`src/hw/dual_mac_map.svh`:
```
// Register offsets, field positions, reset values and opcode constants of the dual MAC.
`ifndef DUAL_MAC_MAP_SVH
`define DUAL_MAC_MAP_SVH
`define DM_OFF_MODE 8'h00
`define DM_OFF_STATUS 8'h04
`define DM_OFF_COEF_PTR 8'h08
`define DM_REGION_ACC_LO 4'h1
`define DM_REGION_ACC_HI 4'h2
`define DM_MODE_FRACT 0
`define DM_MODE_SIGN 1
`define DM_MODE_MSAT 2
`define DM_MODE_WIDE 3
`define DM_MODE_RNDM 4
`define DM_MODE_SAT 5
`define DM_MODE_RESET 6'h02
`define DM_STATUS_BUSY 8
`define DM_PTR_RESET 16'h0000
`define DM_OP_PAIR_DATA 8'h82
`define DM_SUB_PAIR_DATA 2'b01
`define DM_OP_ONE_DATA 8'hfd
`define DM_SUB_ONE_DATA 6'h02
`define DM_MOD_INC 2'b01
`define DM_MOD_DEC 2'b10
`define DM_RESP_OKAY 2'b00
`define DM_RESP_SLVERR 2'b10
`define DM_ROUND_HALF 41'h000_0000_8000
`define DM_HALF_LSB 16'h8000
`define DM_SAT40_POS 40'h7f_ffff_ffff
`define DM_SAT40_NEG 40'h80_0000_0000
`define DM_SAT32_POS 40'h00_7fff_ffff
`define DM_SAT32_NEG 40'hff_8000_0000
`define DM_PROD_SAT 32'h7fff_ffff
`define DM_MIN_EXT 17'h1_8000
`endif

```
`src/hw/dual_mac_pkg.sv`:
```
// Types shared by the dual MAC datapath files.
package dual_mac_pkg;
  typedef enum logic [1:0] {
    ST_IDLE = 2'b00,
    ST_REPEAT = 2'b01
  } exec_state_t;
  typedef logic [39:0] acc_t;
endpackage

```
`src/hw/dual_mac_decode.sv`:
```
// Opcode field decoder for the two paired multiply forms.
`timescale 1ns/1ps
`default_nettype none
`include "dual_mac_map.svh"
module dual_mac_decode (
  input wire logic [31:0] instr,
  output logic isPairData,
  output logic isOneData,
  output logic [1:0] firstAccSel,
  output logic [1:0] secondAccSel,
  output logic dataUns,
  output logic coefUns,
  output logic wideQual,
  output logic roundQual,
  output logic [1:0] coefModify
);
  // The two forms place the selects and unsigned flags differently; the wide and round qualifiers share bits 1 and 0, the modify field bits 9 and 8.
  assign isPairData = (instr[31:24] == `DM_OP_PAIR_DATA) &&
                      (instr[11:10] == `DM_SUB_PAIR_DATA);
  assign isOneData = (instr[31:24] == `DM_OP_ONE_DATA) &&
                     (instr[15:10] == `DM_SUB_ONE_DATA);
  assign coefModify = instr[9:8];
  assign firstAccSel = isOneData ? instr[7:6] : instr[5:4];
  assign secondAccSel = isOneData ? instr[5:4] : instr[3:2];
  assign dataUns = isOneData ? instr[3] : instr[7];
  assign coefUns = isOneData ? instr[2] : instr[6];
  assign wideQual = instr[1];
  assign roundQual = instr[0];
endmodule // dual_mac_decode
`default_nettype wire

```
`src/hw/dual_mac_unit.sv`:
```
// One multiplier path: extension, fractional shift, rounding, overflow and saturation.
`timescale 1ns/1ps
`default_nettype none
`include "dual_mac_map.svh"
module dual_mac_unit (
  input wire logic [15:0] dataIn,
  input wire logic [15:0] coefIn,
  input wire logic dataUns,
  input wire logic coefUns,
  input wire logic accumulate,
  input wire logic [39:0] accIn,
  input wire logic fractionalMode,
  input wire logic signExtensionMode,
  input wire logic multiplySaturationMode,
  input wire logic wideOverflowMode,
  input wire logic roundingMethod,
  input wire logic saturationEnable,
  input wire logic roundQual,
  output logic [39:0] result,
  output logic overflow
);
  logic [16:0] dataExt;
  logic [16:0] coefExt;
  logic signed [33:0] prod;
  logic [33:0] prodShift;
  logic prodSat;
  logic [31:0] prod32;
  logic [40:0] sum;
  logic [40:0] rsum;
  logic [40:0] rounded;
  logic halfTie;
  logic ovf32;
  logic ovf40;

  // Unsigned operands are zero extended, others follow the sign extension mode.
  assign dataExt = {~dataUns & signExtensionMode & dataIn[15], dataIn};
  assign coefExt = {~coefUns & signExtensionMode & coefIn[15], coefIn};
  assign prod = $signed(dataExt) * $signed(coefExt);
  assign prodShift = fractionalMode ? {prod[32:0], 1'b0} : prod;
  // Among sign-extended operands, only the minus-one squared case can leave the 32-bit range in fractional mode.
  assign prodSat = multiplySaturationMode & fractionalMode &
                   (dataExt == `DM_MIN_EXT) & (coefExt == `DM_MIN_EXT);
  assign prod32 = prodSat ? `DM_PROD_SAT : prodShift[31:0];

  // The sum keeps a 41st bit so a 40-bit overflow is still visible.
  assign sum = (accumulate ? {accIn[39], accIn} : 41'h0) +
               {{9{prod32[31]}}, prod32};
  assign rsum = sum + `DM_ROUND_HALF;
  assign halfTie = roundingMethod & (sum[15:0] == `DM_HALF_LSB);
  assign rounded = roundQual ? {rsum[40:17], rsum[16] & ~halfTie, 16'h0000} : sum;

  // Wide mode compares bit 40 with bit 39, narrow mode checks that bits 40 down to 31 all agree.
  assign ovf40 = rounded[40] ^ rounded[39];
  assign ovf32 = ~((&rounded[40:31]) | ~(|rounded[40:31]));
  assign overflow = wideOverflowMode ? ovf40 : ovf32;

  // Without saturation the value simply wraps, which some filters rely on.
  always_comb begin
    result = rounded[39:0];
    if (saturationEnable && overflow) begin
      if (wideOverflowMode) begin
        result = rounded[40] ? `DM_SAT40_NEG : `DM_SAT40_POS;
      end else begin
        result = rounded[40] ? `DM_SAT32_NEG : `DM_SAT32_POS;
      end
    end
  end
endmodule // dual_mac_unit
`default_nettype wire

```
`src/hw/dual_mac_parallel_multiply.sv`:
```
// Dual multiply-accumulate datapath with an AXI4-Lite register slave.
//
// The register offsets and the AXI4-Lite register port are this design's own decisions.
`timescale 1ns/1ps
`default_nettype none
`include "dual_mac_map.svh"
module dual_mac_parallel_multiply (
  input wire logic clk,
  input wire logic arst_n,
  input wire logic [7:0] awaddr,
  input wire logic awvalid,
  output logic awready,
  input wire logic [31:0] wdata,
  input wire logic [3:0] wstrb,
  input wire logic wvalid,
  output logic wready,
  output logic [1:0] bresp,
  output logic bvalid,
  input wire logic bready,
  input wire logic [7:0] araddr,
  input wire logic arvalid,
  output logic arready,
  output logic [31:0] rdata,
  output logic [1:0] rresp,
  output logic rvalid,
  input wire logic rready,
  input wire logic instrValid,
  input wire logic [31:0] instrWord,
  input wire logic [7:0] repeatCount,
  input wire logic xModifyOnly,
  input wire logic yModifyOnly,
  input wire logic [15:0] xPathDataBus,
  input wire logic [15:0] yPathData,
  input wire logic [15:0] coefficientBus,
  input wire logic [15:0] highCoefficientBus,
  input wire logic [15:0] lowCoefficientBus,
  output logic [15:0] coefficientAddressBus,
  output logic [15:0] lowCoefAddress,
  output logic busy,
  output logic auxUpdateX,
  output logic auxUpdateY,
  output logic [3:0] overflowFlags
);
  logic rstSync1;
  logic rstN;
  dual_mac_pkg::exec_state_t stateReg;
  dual_mac_pkg::exec_state_t stateNext;
  logic [31:0] heldInstrReg;
  logic [7:0] repeatLeftReg;
  logic [7:0] repeatLeftNext;
  logic [5:0] modeReg;
  logic [5:0] modeNext;
  logic [15:0] ptrReg;
  logic [15:0] ptrNext;
  dual_mac_pkg::acc_t accReg [4];
  dual_mac_pkg::acc_t accNext [4];
  logic [3:0] ovfReg;
  logic [3:0] ovfNext;
  logic [7:0] awAddrReg;
  logic awHaveReg;
  logic [31:0] wDataReg;
  logic [3:0] wStrbReg;
  logic wHaveReg;

  // The reset is released through two flops so every reset register leaves reset together.
  always_ff @(posedge clk or negedge arst_n) begin
    if (!arst_n) begin
      rstSync1 <= 1'b0;
      rstN <= 1'b0;
    end else begin
      rstSync1 <= 1'b1;
      rstN <= rstSync1;
    end
  end

  // Instruction selection: a repeat iteration reuses the held word, never the port.
  wire isIdle = (stateReg == dual_mac_pkg::ST_IDLE);
  wire [31:0] execWord = isIdle ? instrWord : heldInstrReg;
  wire isPairData;
  wire isOneData;
  wire [1:0] firstAccSel;
  wire [1:0] secondAccSel;
  wire dataUns;
  wire coefUns;
  wire wideQual;
  wire roundQual;
  wire [1:0] coefModify;

  dual_mac_decode u_decode (
    .instr(execWord),
    .isPairData(isPairData),
    .isOneData(isOneData),
    .firstAccSel(firstAccSel),
    .secondAccSel(secondAccSel),
    .dataUns(dataUns),
    .coefUns(coefUns),
    .wideQual(wideQual),
    .roundQual(roundQual),
    .coefModify(coefModify)
  );

  wire formOk = isPairData | isOneData;
  wire execValid = formOk & (instrValid | ~isIdle);
  wire startRepeat = isIdle & execValid & (repeatCount != 8'h00);
  wire wideEff = modeReg[`DM_MODE_WIDE] | wideQual;

  // Operand steering: the single-data form shares the X path word with both units.
  wire [15:0] unitData [2];
  wire [15:0] unitCoef [2];
  wire [39:0] unitAcc [2];
  wire [39:0] unitResult [2];
  wire unitOvf [2];
  assign unitData[0] = xPathDataBus;
  assign unitData[1] = isOneData ? xPathDataBus : yPathData;
  assign unitCoef[0] = isOneData ? highCoefficientBus : coefficientBus;
  assign unitCoef[1] = isOneData ? lowCoefficientBus : coefficientBus;
  assign unitAcc[0] = accReg[firstAccSel];
  assign unitAcc[1] = accReg[secondAccSel];

  // Unit 0 accumulates into its destination, unit 1 writes its product alone.
  for (genvar gu = 0; gu < 2; gu++) begin : g_unit
    dual_mac_unit u_unit (
      .dataIn(unitData[gu]),
      .coefIn(unitCoef[gu]),
      .dataUns(dataUns),
      .coefUns(coefUns),
      .accumulate(gu == 0),
      .accIn(unitAcc[gu]),
      .fractionalMode(modeReg[`DM_MODE_FRACT]),
      .signExtensionMode(modeReg[`DM_MODE_SIGN]),
      .multiplySaturationMode(modeReg[`DM_MODE_MSAT]),
      .wideOverflowMode(wideEff),
      .roundingMethod(modeReg[`DM_MODE_RNDM]),
      .saturationEnable(modeReg[`DM_MODE_SAT]),
      .roundQual(roundQual),
      .result(unitResult[gu]),
      .overflow(unitOvf[gu])
    );
  end

  // A modify-only path keeps its address update but suppresses its accumulator write.
  wire writeFirst = execValid & ~xModifyOnly;
  wire writeSecond = execValid & ~yModifyOnly;

  // Repeat sequencing: the count says how many extra iterations follow the first.
  always_comb begin
    stateNext = stateReg;
    repeatLeftNext = repeatLeftReg;
    case (stateReg)
      dual_mac_pkg::ST_IDLE: begin
        if (startRepeat) begin
          stateNext = dual_mac_pkg::ST_REPEAT;
          repeatLeftNext = repeatCount;
        end
      end
      dual_mac_pkg::ST_REPEAT: begin
        repeatLeftNext = repeatLeftReg - 8'h01;
        if (repeatLeftReg == 8'h01) begin
          stateNext = dual_mac_pkg::ST_IDLE;
        end
      end
      default: begin
        stateNext = dual_mac_pkg::ST_IDLE;
      end
    endcase
  end

  // Write side decoding over the latched address and strobe-merged data.
  wire wrDo = awHaveReg & wHaveReg & ~bvalid;
  wire [31:0] strobeMask;
  for (genvar gb = 0; gb < 4; gb++) begin : g_strobe
    assign strobeMask[8*gb +: 8] = {8{wStrbReg[gb]}};
  end
  wire wrAligned = (awAddrReg[1:0] == 2'b00);
  wire wrMode = wrDo & (awAddrReg == `DM_OFF_MODE);
  wire wrStatus = wrDo & (awAddrReg == `DM_OFF_STATUS);
  wire wrPtr = wrDo & (awAddrReg == `DM_OFF_COEF_PTR);
  wire wrAccLo = wrAligned & (awAddrReg[7:4] == `DM_REGION_ACC_LO);
  wire wrAccHi = wrAligned & (awAddrReg[7:4] == `DM_REGION_ACC_HI);
  wire wrKnown = wrMode | wrStatus | wrPtr | (wrDo & (wrAccLo | wrAccHi));
  wire [31:0] wrClear = wDataReg & strobeMask;

  // Pointer stepping: the paired-coefficient form moves by a whole long word.
  wire [15:0] ptrStep = isOneData ? 16'h0002 : 16'h0001;
  always_comb begin
    ptrNext = ptrReg;
    if (wrPtr) begin
      ptrNext = (ptrReg & ~strobeMask[15:0]) | (wDataReg[15:0] & strobeMask[15:0]);
    end
    if (execValid && coefModify == `DM_MOD_INC) begin
      ptrNext = ptrReg + ptrStep;
    end else if (execValid && coefModify == `DM_MOD_DEC) begin
      ptrNext = ptrReg - ptrStep;
    end
  end
  assign modeNext = wrMode ? ((modeReg & ~strobeMask[5:0]) | (wDataReg[5:0] & strobeMask[5:0]))
                           : modeReg;

  // Per accumulator: the accumulating path wins a shared destination, then software.
  for (genvar ga = 0; ga < 4; ga++) begin : g_acc
    wire hitFirst = writeFirst & (firstAccSel == ga);
    wire hitSecond = writeSecond & (secondAccSel == ga);
    wire swLo = wrDo & wrAccLo & (awAddrReg[3:2] == ga);
    wire swHi = wrDo & wrAccHi & (awAddrReg[3:2] == ga);
    wire [39:0] swMerged = {swHi ? ((accReg[ga][39:32] & ~strobeMask[7:0]) |
                                    (wDataReg[7:0] & strobeMask[7:0])) : accReg[ga][39:32],
                            swLo ? ((accReg[ga][31:0] & ~strobeMask) | (wDataReg & strobeMask))
                                 : accReg[ga][31:0]};
    assign accNext[ga] = hitFirst ? unitResult[0] :
                         hitSecond ? unitResult[1] : swMerged;
    // Hardware setting a flag beats a write-one-to-clear in the same cycle.
    assign ovfNext[ga] = (hitFirst & unitOvf[0]) | (hitSecond & unitOvf[1]) |
                         (ovfReg[ga] & ~(wrStatus & wrClear[ga]));
  end

  // Datapath state and the coefficient address outputs.
  always_ff @(posedge clk or negedge rstN) begin
    if (!rstN) begin
      stateReg <= dual_mac_pkg::ST_IDLE;
      repeatLeftReg <= 8'h00;
      heldInstrReg <= 32'h0000_0000;
      modeReg <= `DM_MODE_RESET;
      ptrReg <= `DM_PTR_RESET;
      ovfReg <= 4'h0;
      busy <= 1'b0;
      auxUpdateX <= 1'b0;
      auxUpdateY <= 1'b0;
      coefficientAddressBus <= `DM_PTR_RESET;
      lowCoefAddress <= `DM_PTR_RESET ^ 16'h0001;
      overflowFlags <= 4'h0;
    end else begin
      stateReg <= stateNext;
      repeatLeftReg <= repeatLeftNext;
      if (startRepeat) begin
        heldInstrReg <= instrWord;
      end
      modeReg <= modeNext;
      ptrReg <= ptrNext;
      ovfReg <= ovfNext;
      busy <= (stateNext == dual_mac_pkg::ST_REPEAT);
      auxUpdateX <= execValid;
      auxUpdateY <= execValid & isPairData;
      coefficientAddressBus <= ptrNext;
      lowCoefAddress <= ptrNext ^ 16'h0001;
      overflowFlags <= ovfNext;
    end
  end

  // Accumulators have no reset: software loads them before use.
  always_ff @(posedge clk) begin
    for (int i = 0; i < 4; i++) begin
      accReg[i] <= accNext[i];
    end
  end

  // Write channel handshake: address and data are latched independently.
  always_ff @(posedge clk or negedge rstN) begin
    if (!rstN) begin
      awready <= 1'b1;
      wready <= 1'b1;
      awHaveReg <= 1'b0;
      wHaveReg <= 1'b0;
      awAddrReg <= 8'h00;
      wDataReg <= 32'h0000_0000;
      wStrbReg <= 4'h0;
      bvalid <= 1'b0;
      bresp <= `DM_RESP_OKAY;
    end else begin
      if (awvalid && awready) begin
        awready <= 1'b0;
        awHaveReg <= 1'b1;
        awAddrReg <= awaddr;
      end
      if (wvalid && wready) begin
        wready <= 1'b0;
        wHaveReg <= 1'b1;
        wDataReg <= wdata;
        wStrbReg <= wstrb;
      end
      if (wrDo) begin
        awHaveReg <= 1'b0;
        wHaveReg <= 1'b0;
        bvalid <= 1'b1;
        bresp <= wrKnown ? `DM_RESP_OKAY : `DM_RESP_SLVERR;
      end else if (bvalid && bready) begin
        bvalid <= 1'b0;
        awready <= 1'b1;
        wready <= 1'b1;
      end
    end
  end

  // Read decoding happens on the request address; data is registered with rvalid.
  wire rdAligned = (araddr[1:0] == 2'b00);
  wire rdAccLo = rdAligned & (araddr[7:4] == `DM_REGION_ACC_LO);
  wire rdAccHi = rdAligned & (araddr[7:4] == `DM_REGION_ACC_HI);
  wire rdMode = (araddr == `DM_OFF_MODE);
  wire rdStatus = (araddr == `DM_OFF_STATUS);
  wire rdPtr = (araddr == `DM_OFF_COEF_PTR);
  wire rdKnown = rdMode | rdStatus | rdPtr | rdAccLo | rdAccHi;
  wire [39:0] rdAcc = accReg[araddr[3:2]];
  wire [31:0] statusWord = {23'h0, busy, 4'h0, ovfReg};
  wire [31:0] rdValue = rdMode ? {26'h0, modeReg} :
                        rdStatus ? statusWord :
                        rdPtr ? {16'h0, ptrReg} :
                        rdAccLo ? rdAcc[31:0] :
                        rdAccHi ? {24'h0, rdAcc[39:32]} : 32'h0000_0000;

  always_ff @(posedge clk or negedge rstN) begin
    if (!rstN) begin
      arready <= 1'b1;
      rvalid <= 1'b0;
      rdata <= 32'h0000_0000;
      rresp <= `DM_RESP_OKAY;
    end else begin
      if (arvalid && arready) begin
        arready <= 1'b0;
        rvalid <= 1'b1;
        rdata <= rdValue;
        rresp <= rdKnown ? `DM_RESP_OKAY : `DM_RESP_SLVERR;
      end else if (rvalid && rready) begin
        rvalid <= 1'b0;
        arready <= 1'b1;
      end
    end
  end
endmodule // dual_mac_parallel_multiply
`default_nettype wire

```
`config.mk`:
```
export PLATFORM = sky130hd
export DESIGN_NAME = dual_mac_parallel_multiply
export DESIGN_NICKNAME = d
export VERILOG_FILES = /design/src/hw/dual_mac_pkg.sv /design/src/hw/dual_mac_decode.sv /design/src/hw/dual_mac_unit.sv /design/src/hw/dual_mac_parallel_multiply.sv
export VERILOG_INCLUDE_DIRS = /design/src /design/src/hw
export SDC_FILE = /design/constraint.sdc
export NUM_CORES = 2
export LEC_CHECK = 0
export BUFFER_PORTS_ARGS = -buffer_cell sky130_fd_sc_hd__buf_4
export CAP_MARGIN = 5
export CORE_AREA = 5 5 392 394
export DETAILED_ROUTE_END_ITERATION = 12
export DIE_AREA = 0 0 397 399
export PLACE_DENSITY_LB_ADDON = 0.1
export SLEW_MARGIN = 20
export SYNTH_ARGS = -nofsm -noshare
export SYNTH_HDL_FRONTEND = slang
export SYNTH_SLANG_ARGS = --single-unit
```
`constraint.sdc`:
```
create_clock -name clk -period 5.6 [get_ports clk]
set_input_delay 0.28 -clock clk [delete_from_list [all_inputs] [get_ports clk]]
set_output_delay 0.28 -clock clk [all_outputs]
set_load 0.05 [all_outputs]
```
==> metrics list <==
- Final worst hold slack: approximately 18 ps
- The final layout contains routed wiring with a total length of 188 mm.
- For this run, the post-layout net count is 7,314.
* Router iterations before antenna repair: 9
* Clock slew at reported path FFs: 60 ps
- All-layer global routing usage: 23.8%
- Along the worst path, the maximum fanout reaches 8.
- Dividing the final minimum period by the clock period gives 223%.
* Avg Cell Area, Syn: about 8.7 sq um
- Counting the buffers created by CTS gives 37.
- Counting stages on the worst path, the most repeated cell is sky130_fd_sc_hd__buf_4.
- Least setup slack across all paths after layout: -6880 ps
- In this run the cell area measured after placement is between 50,000 and 60,000 sq um.
- RSZ-0062 raised after global routing: yes
- Worst Path Class, Setup: register to register
- Critical path launch point type: register
* Horizontal die dimension: around 400 um
- After synthesis the cells add up to about 45,000 sq um.
- The run finished, with violations left.
- Die Span Y: 399 um
- Via count: 42,500
- For the pin with the worst max-slew slack, the measured transition is between 1000 and 1500 ps.
* Max-cap violations: 0
* Detailed-placement wirelength estimate: 155 mm
- In this run the biggest area consumer among cell types represents 25.4% of the synthesized area.
- The routed design could run at a clock period as short as about 12,000 ps.
- Total number of clock tree sinks: 311
* Clk root buf: sky130_fd_sc_hd__clkbuf_16
* Post-synth top area cell: sky130_fd_sc_hd__fa_1
- In this run, distinct cell masters in the synthesized netlist total approximately 110.
* Worst skew pair latency: 580 ps
* Post-Layout Inst Area: 61,100 sq um
- The floorplan step defined a core boundary enclosing about 150,000 sq um.
- Remaining design rule violation count: 0
- Entering global routing, the biggest net connects 150 pins.
- For this run, the number of Yosys warnings is 0.
- Overall overflow remaining after global route: 0
* Number of antenna violations at the first check in global routing: 12
- Instance count after placement with tap cells included: about 8,000
* Share of the yosys chip area belonging to registers: between 15 and 20%
- The clock tree synthesis step divided the H-tree into 2 levels.
- After synthesis, the share of flip-flops with an asynchronous set or reset is around half.
- about 260 I/O pins were placed.
- Fmax achieved: approximately 0.080 GHz
* Failing checks: setup timing
- Area overhead of the layout relative to synthesis: 36.9%
- Primary flip-flop cell chosen by synthesis mapping: sky130_fd_sc_hd__edfxtp_1
- The die covers 158,000 sq um.
- For the worst setup path, the data required time is 5890 ps.
* Number of standard cells in the layout, taps in and fillers out: roughly 8,400
- The worst pin sits at a relative slew slack of roughly a quarter.
- For this design, the slowest cell found on the critical path is sky130_fd_sc_hd__fa_2.
- The number of global-route vias before repair is around 45,000.
- Total count of max-transition violations in the final report: 0
- TritonCTS built the clock tree.
* Per-cell routed wire length: ~22 um
- STA puts the critical path data arrival time at about 13,000 ps.
* Crit path largest cell delay: approximately 560 ps
- Count of flip-flops with a built-in enable after synthesis: 160
- Hold violation total from the final report: 0
- Row Count: between 100 and 150
* Clk buf depth: 3
* Ranking of synthesized cells by area: sky130_fd_sc_hd__fa_1 (25%), sky130_fd_sc_hd__edfxtp_1 (11%), sky130_fd_sc_hd__dfrtp_1 (8.2%)
- Routability-driven placement finished with a final weighted congestion of ~0.93.
* Vias per inst: a little over 5
* Cell with the most instances after synthesis: sky130_fd_sc_hd__nand2_1
- Global-route wire length before repair: ~280 mm
- Number of nets with antenna violations after detailed routing: 0
- Starting density of the core: 29.9%
* Type of the tightest min-delay check: input pin to register
* Top post-synthesis cells by count: sky130_fd_sc_hd__nand2_1 (819), sky130_fd_sc_hd__inv_1 (634), sky130_fd_sc_hd__fa_1 (567)
* Fraction of final layout cells sized beyond drive strength 1: 30.6%
- Across the routed clock network, the largest skew measured is between 20 and 30 ps.
- Setup violations remaining at the end of the flow were counted as about 160.
- Critical Path Sink Type: register
- Synthesis produced a netlist whose cell count is roughly 5,000.
- DR iter-0 viols: 3,014
- Synthesis inferred 311 register bits.
- Port buffering added approximately 250 buffers.
## layout make-up
type	instances	area, sq um
flip-flops and latches	311	8600
well taps	2016	2520
diodes	4	10.0
repair buffers	1477	11900
clock buffers	53	1120
clock inverters	15	240
multi-input cells	3894	34300
inverters	636	2390
fillers	15100	88300
## what timing repair did
action	in CTS	in global routing
gates resized for setup	186	152
gates cloned	2	1
hold endpoints to repair	67	0
setup endpoints to repair	164	164
setup buffers	39	16
hold buffers	69	0
pin swaps	89	93
## cell families after synthesis
family                   after synthesis  synth area share, %
AND/OR/NAND/NOR                     1718                 17.5
AO/OA/AOI/OAI                       1076                 15.7
buffers and inverters                926                 8.01
adder cells (fa/ha/maj)              775                 31.2
flip-flops                           311                 19.2
multiplexers                         176                 5.33
XOR/XNOR                             145                 2.94
other                                  2               0.0168
## routing by layer
layer,track usage [%],routed length (um),up-vias
met5,0,91,-
met4,8.68,8190,12
met3,5.59,13500,303
met2,38.3,85800,1296
met1,31.2,80900,21000
li1,-,-,19800
## critical path, delay by kind of cell, from the launching register on
kind / cells / cell delay, ps
AO/OA/AOI/OAI: 15 / 3030
flip-flops: 1 / 380
XOR/XNOR: 3 / 510
AND/OR/NAND/NOR: 13 / 2870
buffers and inverters: 16 / 1750
multiplexers: 1 / 210
adder cells (fa/ha/maj): 8 / 3440
## final timing paths
| check | depth (start not counted) | end | start | slack (ps) |
|---|---|---|---|---|
| setup / recovery | 56 | register | heldInstrReg[12] | -6880 |
| hold / removal | 4 | heldInstrReg[15] | instrWord[15] | 20 |
| setup reg to reg | 56 | register | heldInstrReg[12] | -6880 |
| hold reg to reg | 0 | rstN | rstSync1 | 350 |
| max in group asynchronous | 1 | wStrbReg[2] | rstN | 4380 |
| min in group asynchronous | 2 | rstSync1 | arst_n | 30 |
## placed cells by master, fill, tap and decap left out, drive strengths merged, types with 17 or more instances in the layout
| cell | Yosys | routed |
|---|---|---|
| or2 | 21 | 21 |
| nor3 | 58 | 58 |
| nand3 | 83 | 83 |
| a31oi | 89 | 89 |
| xnor2 | 98 | 98 |
| nand4 | 18 | 18 |
| nor4 | 37 | 37 |
| mux4 | 40 | 40 |
| o22ai | 20 | 20 |
| a22o | 17 | 17 |
| or3 | 22 | 22 |
| o21a | 26 | 26 |
| mux2i | 62 | 62 |
| mux2 | 74 | 74 |
| o21ai | 217 | 217 |
| a211oi | 144 | 144 |
| nor2 | 367 | 367 |
| nand2b | 28 | 28 |
| inv | 636 | 638 |
| nand2 | 819 | 819 |
| fa | 567 | 567 |
| a21o | 62 | 62 |
| xor2 | 46 | 46 |
| a21oi | 265 | 265 |
| dlygate4sd3 | 0 | 69 |
| clkbuf | 239 | 54 |
| and2 | 131 | 131 |
| dfrtp | 146 | 146 |
| edfxtp | 160 | 160 |
| buf | 51 | 1407 |
| ha | 208 | 208 |
| o211ai | 39 | 39 |
| nor2b | 54 | 54 |
| a311oi | 40 | 40 |
| a22oi | 36 | 36 |
| and3 | 24 | 24 |
## through the flow
stage	utilization [%]	TNS [ps]	setup slack (ps)
after floorplan	-	-1061160	-6520
after global placement	38.3	-1166750	-7270
after detailed placement	38.3	-1185740	-7360
after CTS	40.4	-1092860	-6740
after global routing	40.9	-1188100	-7350
final	40.9	-1101940	-6880
Power is not shown: default switching activity piles up to over one toggle a cycle in this logic, so the estimate is an artifact.
